`src/psx_supervisor.sv`:
```
// Power-up sequencing and field current supervision: constants package and top module
//
// Overview of operation
// - Power-up runs initialisation with memory test first
// - Initial faults latched only during initialisation
// - Controlled field reference applied from initialisation start
// - Sample field every 50 ms, ready within 2 s
// - Field fault only with run after configuration
// - No flux: lock at 4 s, report at 6 s
// - Early field loss locks now, reports at 2 s
// - After 100 ms init and ready, show configuration start messages
// - Armature current and speed shown from switch-on
// - High-current ratings light field-on indicator at switch-on
// - Stop fault holds lock until removed and acknowledged
`timescale 1ns/1ps
`default_nettype none

package psx_pkg;
  localparam int unsigned CLK_FREQ_MHZ     = 40;
  localparam int unsigned TIMEBASE_US      = 1000;
  localparam int unsigned MS_CYCLES_DEF    = TIMEBASE_US * CLK_FREQ_MHZ;
  localparam int unsigned DIV_W            = 16;
  localparam int unsigned TMR_W            = 13;
  localparam int unsigned INIT_MS          = 100;
  localparam int unsigned SAMPLE_MS        = 50;
  localparam int unsigned ESTAB_MAX_MS     = 2000;
  localparam int unsigned NOFLUX_LOCK_MS   = 4000;
  localparam int unsigned NOFLUX_REPORT_MS = 6000;
  localparam int unsigned EARLY_LOSS_MS    = 2000;
  localparam int unsigned NUM_INIT_FAULTS  = 5;
  localparam int unsigned IF_RAM           = 0;
  localparam int unsigned IF_REALTIME      = 1;
  localparam int unsigned IF_PROGRAM       = 2;
  localparam int unsigned IF_OPTION_MEM    = 3;
  localparam int unsigned IF_OPTION_SUP    = 4;
  localparam logic [4:0]  INIT_FAULT_RST   = 5'h00;

  typedef enum logic [2:0] {
    PSX_INIT   = 3'b000,
    PSX_ESTAB  = 3'b001,
    PSX_CONFIG = 3'b010,
    PSX_OPER   = 3'b011,
    PSX_HALT   = 3'b100
  } psx_state_t;
endpackage

module psx_supervisor #(
  parameter int unsigned MS_CYCLES = psx_pkg::MS_CYCLES_DEF
) (
  input  wire logic                                sys_clk_i,              // 40 MHz system clock
  input  wire logic                                rst_b_i,                // Power-on reset, active low
  input  wire logic                                run_i,                  // Operator run command pin
  input  wire logic                                fwd_i,                  // Operator forward request pin
  input  wire logic                                rev_i,                  // Operator reverse request pin
  input  wire logic                                field_ok_i,             // Field current established, pin
  input  wire logic                                high_rating_i,          // High-current rating strap pin
  input  wire logic                                controlled_field_i,     // Field in controlled-current mode
  input  wire logic                                ram_fault_i,            // Working memory test failed
  input  wire logic                                realtime_module_fault_i, // Real-time module failed
  input  wire logic                                program_memory_fault_i, // Program memory test failed
  input  wire logic                                option_memory_fault_i,  // Option memory test failed
  input  wire logic                                option_supply_fault_i,  // Option supply failed
  input  wire logic                                config_done_i,          // Configuration dialogue finished
  input  wire logic                                fault_ack_i,            // Operator fault acknowledge pulse
  output logic                                     mem_test_start_o,       // Memory test start pulse
  output logic                                     init_busy_o,            // Initialisation in progress
  output logic [psx_pkg::NUM_INIT_FAULTS-1:0]      init_faults_o,          // Latched initial faults
  output logic                                     field_ref_en_o,         // Apply field current reference
  output logic                                     ready_o,                // Ready for operation
  output logic                                     config_msg_o,           // Show configuration start messages
  output logic                                     display_meas_o,         // Show armature current and speed
  output logic                                     field_on_led_o,         // Field-on indicator
  output logic                                     locked_o,               // Controller locked
  output logic                                     field_fault_o,          // Field current fault reported
  output logic                                     motion_at_powerup_o     // Motion requested during start-up
);
  import psx_pkg::*;

  // Input synchronisers; only the second stage is read
  logic [4:0] sync1;
  logic [4:0] sync2;
  always_ff @(posedge sys_clk_i or negedge rst_b_i) begin
    if (!rst_b_i) begin
      sync1 <= 5'h00;
      sync2 <= 5'h00;
    end else begin
      sync1 <= {high_rating_i, field_ok_i, rev_i, fwd_i, run_i};
      sync2 <= sync1;
    end
  end
  wire logic run_s      = sync2[0];
  wire logic motion_s   = sync2[1] | sync2[2];
  wire logic field_ok_s = sync2[3];
  wire logic rating_s   = sync2[4];

  // Millisecond timebase
  logic [DIV_W-1:0] div_cnt;
  logic [DIV_W-1:0] next_div_cnt;
  logic             ms_tick;
  logic             next_ms_tick;
  always_comb begin
    next_div_cnt = div_cnt + 1'b1;
    next_ms_tick = 1'b0;
    if (div_cnt == DIV_W'(MS_CYCLES - 1)) begin
      next_div_cnt = '0;
      next_ms_tick = 1'b1;
    end
  end
  always_ff @(posedge sys_clk_i or negedge rst_b_i) begin
    if (!rst_b_i) begin
      div_cnt <= '0;
      ms_tick <= 1'b0;
    end else begin
      div_cnt <= next_div_cnt;
      ms_tick <= next_ms_tick;
    end
  end

  psx_state_t                 state;
  psx_state_t                 next_state;
  logic [NUM_INIT_FAULTS-1:0] init_faults;
  logic [NUM_INIT_FAULTS-1:0] next_init_faults;
  logic                       started;
  logic                       next_started;
  logic                       led;
  logic                       next_led;
  logic                       motion_seen;
  logic                       next_motion_seen;
  logic                       ready;
  logic                       next_ready;
  logic [TMR_W-1:0]           init_t;
  logic [TMR_W-1:0]           est_t;
  logic [TMR_W-1:0]           smp_t;
  logic [TMR_W-1:0]           run_t;
  logic                       sample_now;

  // Timers share the timebase; each is held at zero outside its phase
  psx_ms_timer #(.W(TMR_W)) u_init_tmr (
    .sys_clk_i (sys_clk_i),
    .rst_b_i   (rst_b_i),
    .clear_i   (state != PSX_INIT),
    .tick_i    (ms_tick),
    .count_o   (init_t)
  );
  psx_ms_timer #(.W(TMR_W)) u_est_tmr (
    .sys_clk_i (sys_clk_i),
    .rst_b_i   (rst_b_i),
    .clear_i   (state != PSX_ESTAB),
    .tick_i    (ms_tick),
    .count_o   (est_t)
  );
  psx_ms_timer #(.W(TMR_W)) u_smp_tmr (
    .sys_clk_i (sys_clk_i),
    .rst_b_i   (rst_b_i),
    .clear_i   ((state != PSX_ESTAB) || sample_now),
    .tick_i    (ms_tick),
    .count_o   (smp_t)
  );
  psx_ms_timer #(.W(TMR_W)) u_run_tmr (
    .sys_clk_i (sys_clk_i),
    .rst_b_i   (rst_b_i),
    .clear_i   ((state != PSX_OPER) || !run_s),
    .tick_i    (ms_tick),
    .count_o   (run_t)
  );

  assign sample_now = (state == PSX_ESTAB) && (smp_t == TMR_W'(SAMPLE_MS));

  // Start-up sequence
  always_comb begin
    next_state       = state;
    next_init_faults = init_faults;
    next_started     = 1'b1;
    next_led         = led;
    next_motion_seen = motion_seen;
    next_ready       = ready;
    if (state == PSX_INIT) begin // Strap tracked throughout initialisation, frozen after start-up
      next_led = rating_s;
    end
    if ((state == PSX_INIT) || (state == PSX_ESTAB)) begin
      next_motion_seen = motion_seen | motion_s;
    end
    unique case (state)
      PSX_INIT: begin
        // Faults are gathered here only and never cleared while powered
        next_init_faults = init_faults | {option_supply_fault_i, option_memory_fault_i,
                                          program_memory_fault_i, realtime_module_fault_i, ram_fault_i};
        if (init_t >= TMR_W'(INIT_MS)) begin
          next_state = (next_init_faults != '0) ? PSX_HALT : PSX_ESTAB;
        end
      end
      PSX_ESTAB: begin
        if ((sample_now && field_ok_s) || (est_t >= TMR_W'(ESTAB_MAX_MS))) begin
          next_ready = 1'b1;
          next_state = PSX_CONFIG;
        end
      end
      PSX_CONFIG: begin
        if (config_done_i) begin
          next_state = PSX_OPER;
        end
      end
      PSX_OPER: begin
        next_state = PSX_OPER;
      end
      PSX_HALT: begin
        next_state = PSX_HALT;
      end
      default: begin
        next_state = PSX_HALT;
      end
    endcase
  end

  always_ff @(posedge sys_clk_i or negedge rst_b_i) begin
    if (!rst_b_i) begin
      state       <= PSX_INIT;
      init_faults <= INIT_FAULT_RST;
      started     <= 1'b0;
      led         <= 1'b0;
      motion_seen <= 1'b0;
      ready       <= 1'b0;
    end else begin
      state       <= next_state;
      init_faults <= next_init_faults;
      started     <= next_started;
      led         <= next_led;
      motion_seen <= next_motion_seen;
      ready       <= next_ready;
    end
  end

  // Field current supervision, active only when running after configuration
  logic flux_seen;
  logic next_flux_seen;
  logic early_loss;
  logic next_early_loss;
  logic field_fault;
  logic next_field_fault;
  logic supervise;
  logic noflux_lock;
  logic report;

  assign supervise   = (state == PSX_OPER) && run_s;
  assign noflux_lock = supervise && !flux_seen && !field_ok_s && (run_t >= TMR_W'(NOFLUX_LOCK_MS));
  assign report      = supervise && !field_ok_s &&
                       (flux_seen ? (run_t >= TMR_W'(EARLY_LOSS_MS))
                                  : (run_t >= TMR_W'(NOFLUX_REPORT_MS)));

  always_comb begin
    next_flux_seen   = flux_seen;
    next_early_loss  = early_loss;
    next_field_fault = field_fault;
    if (!supervise) begin
      next_flux_seen  = 1'b0;
      next_early_loss = 1'b0;
    end else begin
      if (field_ok_s) begin
        next_flux_seen = 1'b1;
      end
      if (flux_seen && !field_ok_s && (run_t < TMR_W'(EARLY_LOSS_MS))) begin
        next_early_loss = 1'b1;
      end
    end
    // A new report wins over an acknowledge in the same cycle
    if (fault_ack_i && field_ok_s) begin
      next_early_loss  = 1'b0;
      next_field_fault = 1'b0;
    end
    if (report) begin
      next_field_fault = 1'b1;
    end
  end

  always_ff @(posedge sys_clk_i or negedge rst_b_i) begin
    if (!rst_b_i) begin
      flux_seen   <= 1'b0;
      early_loss  <= 1'b0;
      field_fault <= 1'b0;
    end else begin
      flux_seen   <= next_flux_seen;
      early_loss  <= next_early_loss;
      field_fault <= next_field_fault;
    end
  end

  assign mem_test_start_o    = (state == PSX_INIT) && !started;
  assign init_busy_o         = (state == PSX_INIT);
  assign init_faults_o       = init_faults;
  assign field_ref_en_o      = controlled_field_i;
  assign ready_o             = ready;
  assign config_msg_o        = (state == PSX_CONFIG);
  assign display_meas_o      = 1'b1;
  assign field_on_led_o      = led;
  assign motion_at_powerup_o = motion_seen;
  assign locked_o            = (state != PSX_OPER) || field_fault || noflux_lock || early_loss;
  assign field_fault_o       = field_fault;
endmodule

`default_nettype wire

```
`src/psx_ms_timer.sv`:
```
// Saturating millisecond interval timer used for every supervision delay
`timescale 1ns/1ps
`default_nettype none

module psx_ms_timer #(
  parameter int unsigned W = 13
) (
  input  wire logic         sys_clk_i, // System clock
  input  wire logic         rst_b_i,   // Asynchronous reset, active low
  input  wire logic         clear_i,   // Restart from zero, wins over tick
  input  wire logic         tick_i,    // One-cycle millisecond enable
  output logic [W-1:0]      count_o    // Elapsed milliseconds, saturating
);

  logic [W-1:0] count;
  logic [W-1:0] next_count;

  // Saturation keeps a long wait from wrapping back below a threshold
  always_comb begin
    next_count = count;
    if (clear_i) begin
      next_count = '0;
    end else if (tick_i && (count != {W{1'b1}})) begin
      next_count = count + 1'b1;
    end
  end

  always_ff @(posedge sys_clk_i or negedge rst_b_i) begin
    if (!rst_b_i) begin
      count <= '0;
    end else begin
      count <= next_count;
    end
  end

  assign count_o = count;

endmodule

`default_nettype wire

```
`config.mk`:
```
export PLATFORM = sky130hd
export DESIGN_NAME = psx_supervisor
export DESIGN_NICKNAME = d
export VERILOG_FILES = /design/src/psx_supervisor.sv /design/src/psx_ms_timer.sv
export SDC_FILE = /design/constraint.sdc
export NUM_CORES = 1
export LEC_CHECK = 0
export BUFFER_PORTS_ARGS = -buffer_cell sky130_fd_sc_hd__buf_2
export CORE_MARGIN = 4
export CORE_UTILIZATION = 45
export CTS_BUF_LIST = sky130_fd_sc_hd__clkbuf_4
export CTS_CLUSTER_DIAMETER = 30
export CTS_CLUSTER_SIZE = 12
export DETAILED_ROUTE_END_ITERATION = 8
export SYNTH_ARGS = -nofsm -noshare
export SYNTH_HDL_FRONTEND = slang
export SYNTH_SLANG_ARGS = --single-unit
```
`constraint.sdc`:
```
create_clock -name sys_clk_i -period 2 [get_ports sys_clk_i]
set_clock_uncertainty 0.1 [all_clocks]
set_input_delay 0.1 -clock sys_clk_i [delete_from_list [all_inputs] [get_ports sys_clk_i]]
set_output_delay 0.1 -clock sys_clk_i [all_outputs]
set_load 0.01 [all_outputs]
```
======== Word level (Yosys, flattened, before mapping) ========
Cells that the tools add are included.
Widths: inputs -> output; s select.
cells by class
  $add $sub $neg .......................... 5
  order comparisons ....................... 6
  equality and inequality tests ........... 16
  mux-type cells .......................... 23
  bitwise gates (word level) .............. 3
  reduce and logical (&&, ||, !) cells .... 37
operator list
  operator               number
  $mux 13                8
  $add 13x1->13 const B  4
  $ne 13x13->1 const B   4
  $ge 13x11->1 const B   2
  $add 16x1->16 const B  1
  $eq 16x16->1 const B   1
  $logic_and 1x1->1      16
  $mux 16                1
  $eq 13x6->1 const B    1
  $ge 13x12->1 const B   1
  $ge 13x13->1 const B   1
  $ge 13x7->1 const B    1
  $lt 13x11->1 const B   1
  $mux 3                 4
  $pmux 3 s4             1
  $reduce_bool 2->1      5
  $mux 1                 9
  $logic_or 1x1->1       7
  $eq 3x2->1 const B     2
  $ne 3x1->1 const B     2
  $or 5x5->5             1
  $reduce_bool 5->1      1
  $logic_not 1->1        4
  $ne 2x1->1 const B     2
  8 further kinds        10
word-level totals
  register bits ........................... 94
  bits of input ports ..................... 15
  output and inout bits ................... 15
  word-level logic and storage cells ...... 107

======== Logic depth before layout (Yosys ltp) ========
  word-level depth ........................ 7
  depth in mapped cells ................... 7
  gate-level depth less buffers ........... 6

======== Cells and area by module ========
A second synthesis with hierarchy kept.
unflattened totals
  cells, all modules ...................... 458
  area, all modules ....................... 4778.3 um2
by module, submodules not included
  module          times used  cells each  area each (um2)  sequential area each (um2)
  psx_ms_timer    4           72          739.5            325.3
  psx_supervisor  1           170         1820.5           1051.0

======== Least setup slack after synthesis ========
OpenSTA, ideal clock, no wires.
  path type ............................... flip-flop to flip-flop
  start point ............................. reg u_init_tmr.count[0], in the netlist u_init_tmr.count_o[0]
  end point ............................... reg u_init_tmr.count[9], in the netlist u_init_tmr.count_o[9]
  library setup time ...................... 78 ps
  arrival ................................. 1625 ps
  required time ........................... 1822 ps
  setup slack ............................. 197 ps
  stages on the path, launching flop included .. 6
  buffers on the path ..................... 0
  clock period less this slack ............ 1803 ps
  cell sequence ........................... dfrtp_1 -> ha_1 -> and4_4 -> a41o_4 -> or4_1 -> a21oi_1
between the ends
  word-level cells in the longest chain between the ends .. 3
  elaborated cells between the ends (all ways) .. 6
  classes of those cells .................. add/sub (1); eq/ne (1); mux (2); reduce/logical (2)
ends and longest elaborated chain
  what                                                  line                                    source
  start: declaration                                    psx_ms_timer.sv:15                      logic [W-1:0] count;
  start signal: assignment                              psx_ms_timer.sv:32                      count <= next_count;
  $add 13x1->13 / $ne 13x13->1 (equally long branches)  psx_ms_timer.sv:24, psx_ms_timer.sv:23
  $mux 13 / $logic_and 1x1->1 (equally long branches)   psx_ms_timer.sv:23                      end else if (tick_i && (count != {W{1'b1}})) begin
  $mux 13 / $reduce_bool 2->1 (equally long branches)   -
Several ways; a longest one is shown, not always the timed one. The select of a mux whose other input is x is not followed.
A chain may end at the register's enable or synchronous reset.

======== Worst setup path in the final report ========
  start point ............................. reg u_run_tmr.count[7], in the netlist u_run_tmr.count_o[7]
  end point ............................... out locked_o
between the ends
  word-level cells in the longest chain between the ends .. 4
ends and longest elaborated chain
  what                           line                   source
  start: declaration             psx_ms_timer.sv:15
  start signal: assignment       psx_ms_timer.sv:32
  $ge 13x12->1                   psx_supervisor.sv:245  assign noflux_lock = supervise && !flux_seen && !field_ok_s && (run_t >= TMR_W'(NOFLUX_LOCK_MS));
  $logic_and 1x1->1              psx_supervisor.sv:245
  $logic_or 1x1->1 (2 in a row)  psx_supervisor.sv:296  assign locked_o = (state != PSX_OPER) || field_fault || noflux_lock || early_loss;
  end: declaration               psx_supervisor.sv:73   output logic locked_o,
No other way between the ends.

==> metrics.log <==
[metrics] share of post-route cells with drive strength above 1: about 16%
[metrics] Mapped Cells: 472
[metrics] CP Capture Point: locked_o
[metrics] number of buffers between clock root and the deepest sink: 2
[metrics] data arrival time of the worst path: 1700 ps
[metrics] final cell utilization of the core: 53.7%
[metrics] clock-pin slew reported for the worst setup and hold paths after clock tree synthesis: 170 ps
[metrics] total detailed-routing wirelength: 9.33 mm
[metrics] GR Layer Usage met3: 2.70%
[metrics] Highest Clock Rate: 527 MHz
[metrics] die height: roughly 110 um
[metrics] leakage: 2.22 nW
[metrics] net count of the finished layout: 545
[metrics] Synth Warn #: 0
[metrics] worst reg2reg path endpoint: u_init_tmr.count_o[11]
[metrics] Clock Tree Root: sky130_fd_sc_hd__clkbuf_4
[metrics] pin slew with the least headroom to its limit: 539 ps
[metrics] Critical Path Max Stage Delay: roughly 480 ps
[metrics] CTS sink cnt: between 90 and 100
[metrics] Syn Area/Cell: 9.91 sq um
[metrics] buffers plus inverters on the worst setup path: 1
[metrics] run status: finished, final reports clean
[metrics] met1 demand-to-capacity share in global routing: between 20% and 30%
[metrics] number of flops mapped to enable cells by yosys: 0
[metrics] classification of the worst-slack hold path: in2async
[metrics] met2 routing resource usage after global routing: around a quarter
[metrics] post-synth design cell area: 4680 sq um
[metrics] main flop type after synthesis: sky130_fd_sc_hd__dfrtp_1
[metrics] HPWL after DPL: 6.64 mm
[metrics] total die area: 12100 sq um
[metrics] logic depth of the worst register-to-register path: 5
[metrics] worst setup slack for register-to-register paths: 120 ps
[metrics] Crit path max-delay family: flip-flops
[metrics] most utilized layer in the global route result: met2
[metrics] area added between synthesis and finish: 14.3%
[metrics] max-slew violation count: 0
[metrics] synthesis-stage register bit count: 94
[metrics] floorplan core area: roughly 10000 sq um
[metrics] number of global-route vias before repair: 3436
[metrics] vias per cell: 5.52
[metrics] remaining global-route overflow: 0
[metrics] GRT Overall Usage: 16.7%
[metrics] Max H-tree Level: 3
[metrics] PnR Total Power: about 3.1 mW
[metrics] MaxCap Viol Count: 0
[metrics] most area-consuming cells after synthesis: sky130_fd_sc_hd__dfrtp_1, sky130_fd_sc_hd__nor2_1, sky130_fd_sc_hd__a21oi_1
[metrics] number of port buffers: 26
[metrics] Avg WL per Cell: 14.2 um
[metrics] total of endpoints with negative setup slack in the final report: 0
[metrics] number of search-and-repair iterations in the first detailed-routing pass: 4
[metrics] fraction of the yosys area taken by sequential cells: 50.3%
[metrics] cell breakdown of the critical path: nand4_1 -> nor2_1 -> o211ai_1 -> nand4_1 -> buf_2
[metrics] fill cell total of the finished layout: 913
[metrics] part of the cycle the worst path needs: 94.9%
[metrics] unrepaired setup endpoints after global routing: true
[metrics] source of the critical timing path: u_run_tmr.count_o[7]
[metrics] diode insertion count for antenna repair: 0
[metrics] Worst Setup Start Kind: flip-flop
[metrics] cell at the slowest stage of the critical path: sky130_fd_sc_hd__dfrtp_2
[metrics] DR DRC count: 0
[metrics] Clock Latency Late Sink: 430 ps
[metrics] horizontal die dimension: 110 um
[metrics] CTS tree: done
[metrics] Iteration-0 DRC Markers: 138
[metrics] antenna-violating nets left: 0
[metrics] launch instance of the worst register-to-register path: u_init_tmr.count_o[1]
[metrics] initial antenna violation count: 0
[metrics] most frequently used cell type in the post-synthesis netlist: sky130_fd_sc_hd__dfrtp_1
[metrics] global-route wire length before repair: 16.2 mm
[metrics] cell type with the highest aggregate area in the netlist: sky130_fd_sc_hd__dfrtp_1
[metrics] highest ir drop seen on vdd: 0.311 mV
[metrics] number of stages on the worst setup path: 5
[metrics] placer's final routability congestion estimate: approximately 0.81
[metrics] Setup CP Type: reg2out
[metrics] most prevalent standard cell on the critical path: sky130_fd_sc_hd__nand4_1
[metrics] endpoint type of the worst setup path: primary output
[metrics] power density normalized to cell area: just under 600 nW/um^2
[metrics] CTS buffer count: 9
[metrics] clock period minus final worst setup slack: 1900 ps
[metrics] count of different cell masters after synthesis: 54
[metrics] share of the synthesized area in the top cell type: 50.3%
[metrics] leading cell types by count after synthesis: sky130_fd_sc_hd__dfrtp_1, sky130_fd_sc_hd__nor2_1, sky130_fd_sc_hd__nand2_1
[metrics] initial core utilization: 47.0%
[metrics] Setup TNS: 0 ps
[metrics] Worst Hold Margin: ~53 ps
[metrics] async set or reset register ratio after synthesis: 100%
[metrics] largest net degree at the start of global routing: 39
[metrics] highest fanout seen on the critical path: 6
[metrics] relative slew slack: approximately 64%
[metrics] # IOs: 30
[metrics] std cell rows: 36
[metrics] required arrival time at the worst endpoint: ~1800 ps
[metrics] via count: between 3000 and 4000
[metrics] number of hold-slack violations in the final timing report: 0
## how the worst min path moves through the flow
| stage | slack (ps) | endpoint | start | cells after the start |
|---|---|---|---|---|
| floorplan | -300 | div_cnt[0] | rst_b_i | 0 |
| global placement | 10 | u_smp_tmr.count_o[9] | rst_b_i | 1 |
| detailed placement | 5 | u_smp_tmr.count_o[9] | rst_b_i | 1 |
| CTS | 60 | sync2[0] | rst_b_i | 2 |
| global route | 80 | sync2[0] | rst_b_i | 2 |
| finish | 50 | sync2[0] | rst_b_i | 2 |
## metrics by stage
step	instance area (sq um)	setup slack, ps	cells
3_3_place_gp	5020	155	629
6_report	5350	103	659
5_1_grt	5350	-6.38	659
4_1_cts	5310	5.12	658
2_1_floorplan	4680	197	473
3_5_place_dp	5020	117	629
## cell type report
type	instances	area, sq um	share of cell area [%]
Timing Repair Buffer	53	397	7.42
Inverter	16	60.1	1.12
Clock buffer	10	75.1	1.40
Tap cell	133	166	3.11
Multi-Input combinational cell	347	2210	41.4
Sequential cell	94	2360	44.1
Clock inverter	6	77.6	1.45
## logic make-up (layout without fill, tap and decap cells)
group / Yosys count / in the layout / synth area share (%)
and+or+nand+nor: 207 / 207 / 24.0
AOI/OAI and AO/OA: 110 / 110 / 16.5
DFF: 94 / 94 / 50.3
buffers and inverters: 32 / 85 / 3.08
xor gates and xnor gates: 17 / 17 / 3.18
adders and majority gates: 9 / 9 / 2.41
muxes: 2 / 2 / 0.428
other: 1 / 2 / 0.0802
## cells in the final DEF (no fill, tap or decap), types with 10 or more instances in the layout
cell type / instances
sky130_fd_sc_hd__o31ai_1: 13
sky130_fd_sc_hd__a21oi_1: 28
sky130_fd_sc_hd__nor2_1: 45
sky130_fd_sc_hd__nand4_1: 15
sky130_fd_sc_hd__and3_1: 13
sky130_fd_sc_hd__nor3_1: 14
sky130_fd_sc_hd__dfrtp_1: 88
sky130_fd_sc_hd__or4_1: 11
sky130_fd_sc_hd__clkbuf_4: 10
sky130_fd_sc_hd__buf_4: 12
sky130_fd_sc_hd__nand3_1: 28
sky130_fd_sc_hd__inv_1: 15
sky130_fd_sc_hd__or3_1: 10
sky130_fd_sc_hd__o21ai_0: 24
sky130_fd_sc_hd__buf_2: 25
sky130_fd_sc_hd__nand2_1: 34
sky130_fd_sc_hd__dlygate4sd3_1: 13
## state kept, by name (all words and copies together) (netlist names)
register / cells
u_run_tmr.count_o: 13
state: 3
sync2: 5
flux_seen: 1
ms_tick: 1
field_on_led_o: 1
ready_o: 1
u_init_tmr.count_o: 13
init_faults_o: 5
u_est_tmr.count_o: 13
early_loss: 1
field_fault_o: 1
div_cnt: 16
motion_at_powerup_o: 1
sync1: 5
u_smp_tmr.count_o: 13
started: 1
## worst register-to-register path, stage by stage (launching register included)
cell and delay (ps):
sky130_fd_sc_hd__dfrtp_1 440, sky130_fd_sc_hd__ha_1 210, sky130_fd_sc_hd__and4_4 170, sky130_fd_sc_hd__a41o_4 310
sky130_fd_sc_hd__or4_1 460, sky130_fd_sc_hd__a21oi_1 150
## power breakdown
part / internal (mW) / switching, mW
sequential: 1.91 / 0.00490
clock: 0.420 / 0.678
combinational: 0.0349 / 0.0481
total: 2.37 / 0.731
## routing by layer
layer / vias up / wire length [um]
li1: 1841 / -
met1: 1746 / 4790
met2: 43 / 4140
met3: 10 / 286
met4: 0 / 111
met5: - / 0
## what timing repair did
item	in CTS	in global routing
buffers inserted	0	1
cloned	0	0
hold endpoints to repair	107	0
hold buffers	13	0
endpoints found under the setup margin	3	7
pin swaps	0	1
gates resized for setup	4	9
(Power assumes the default switching activity.)
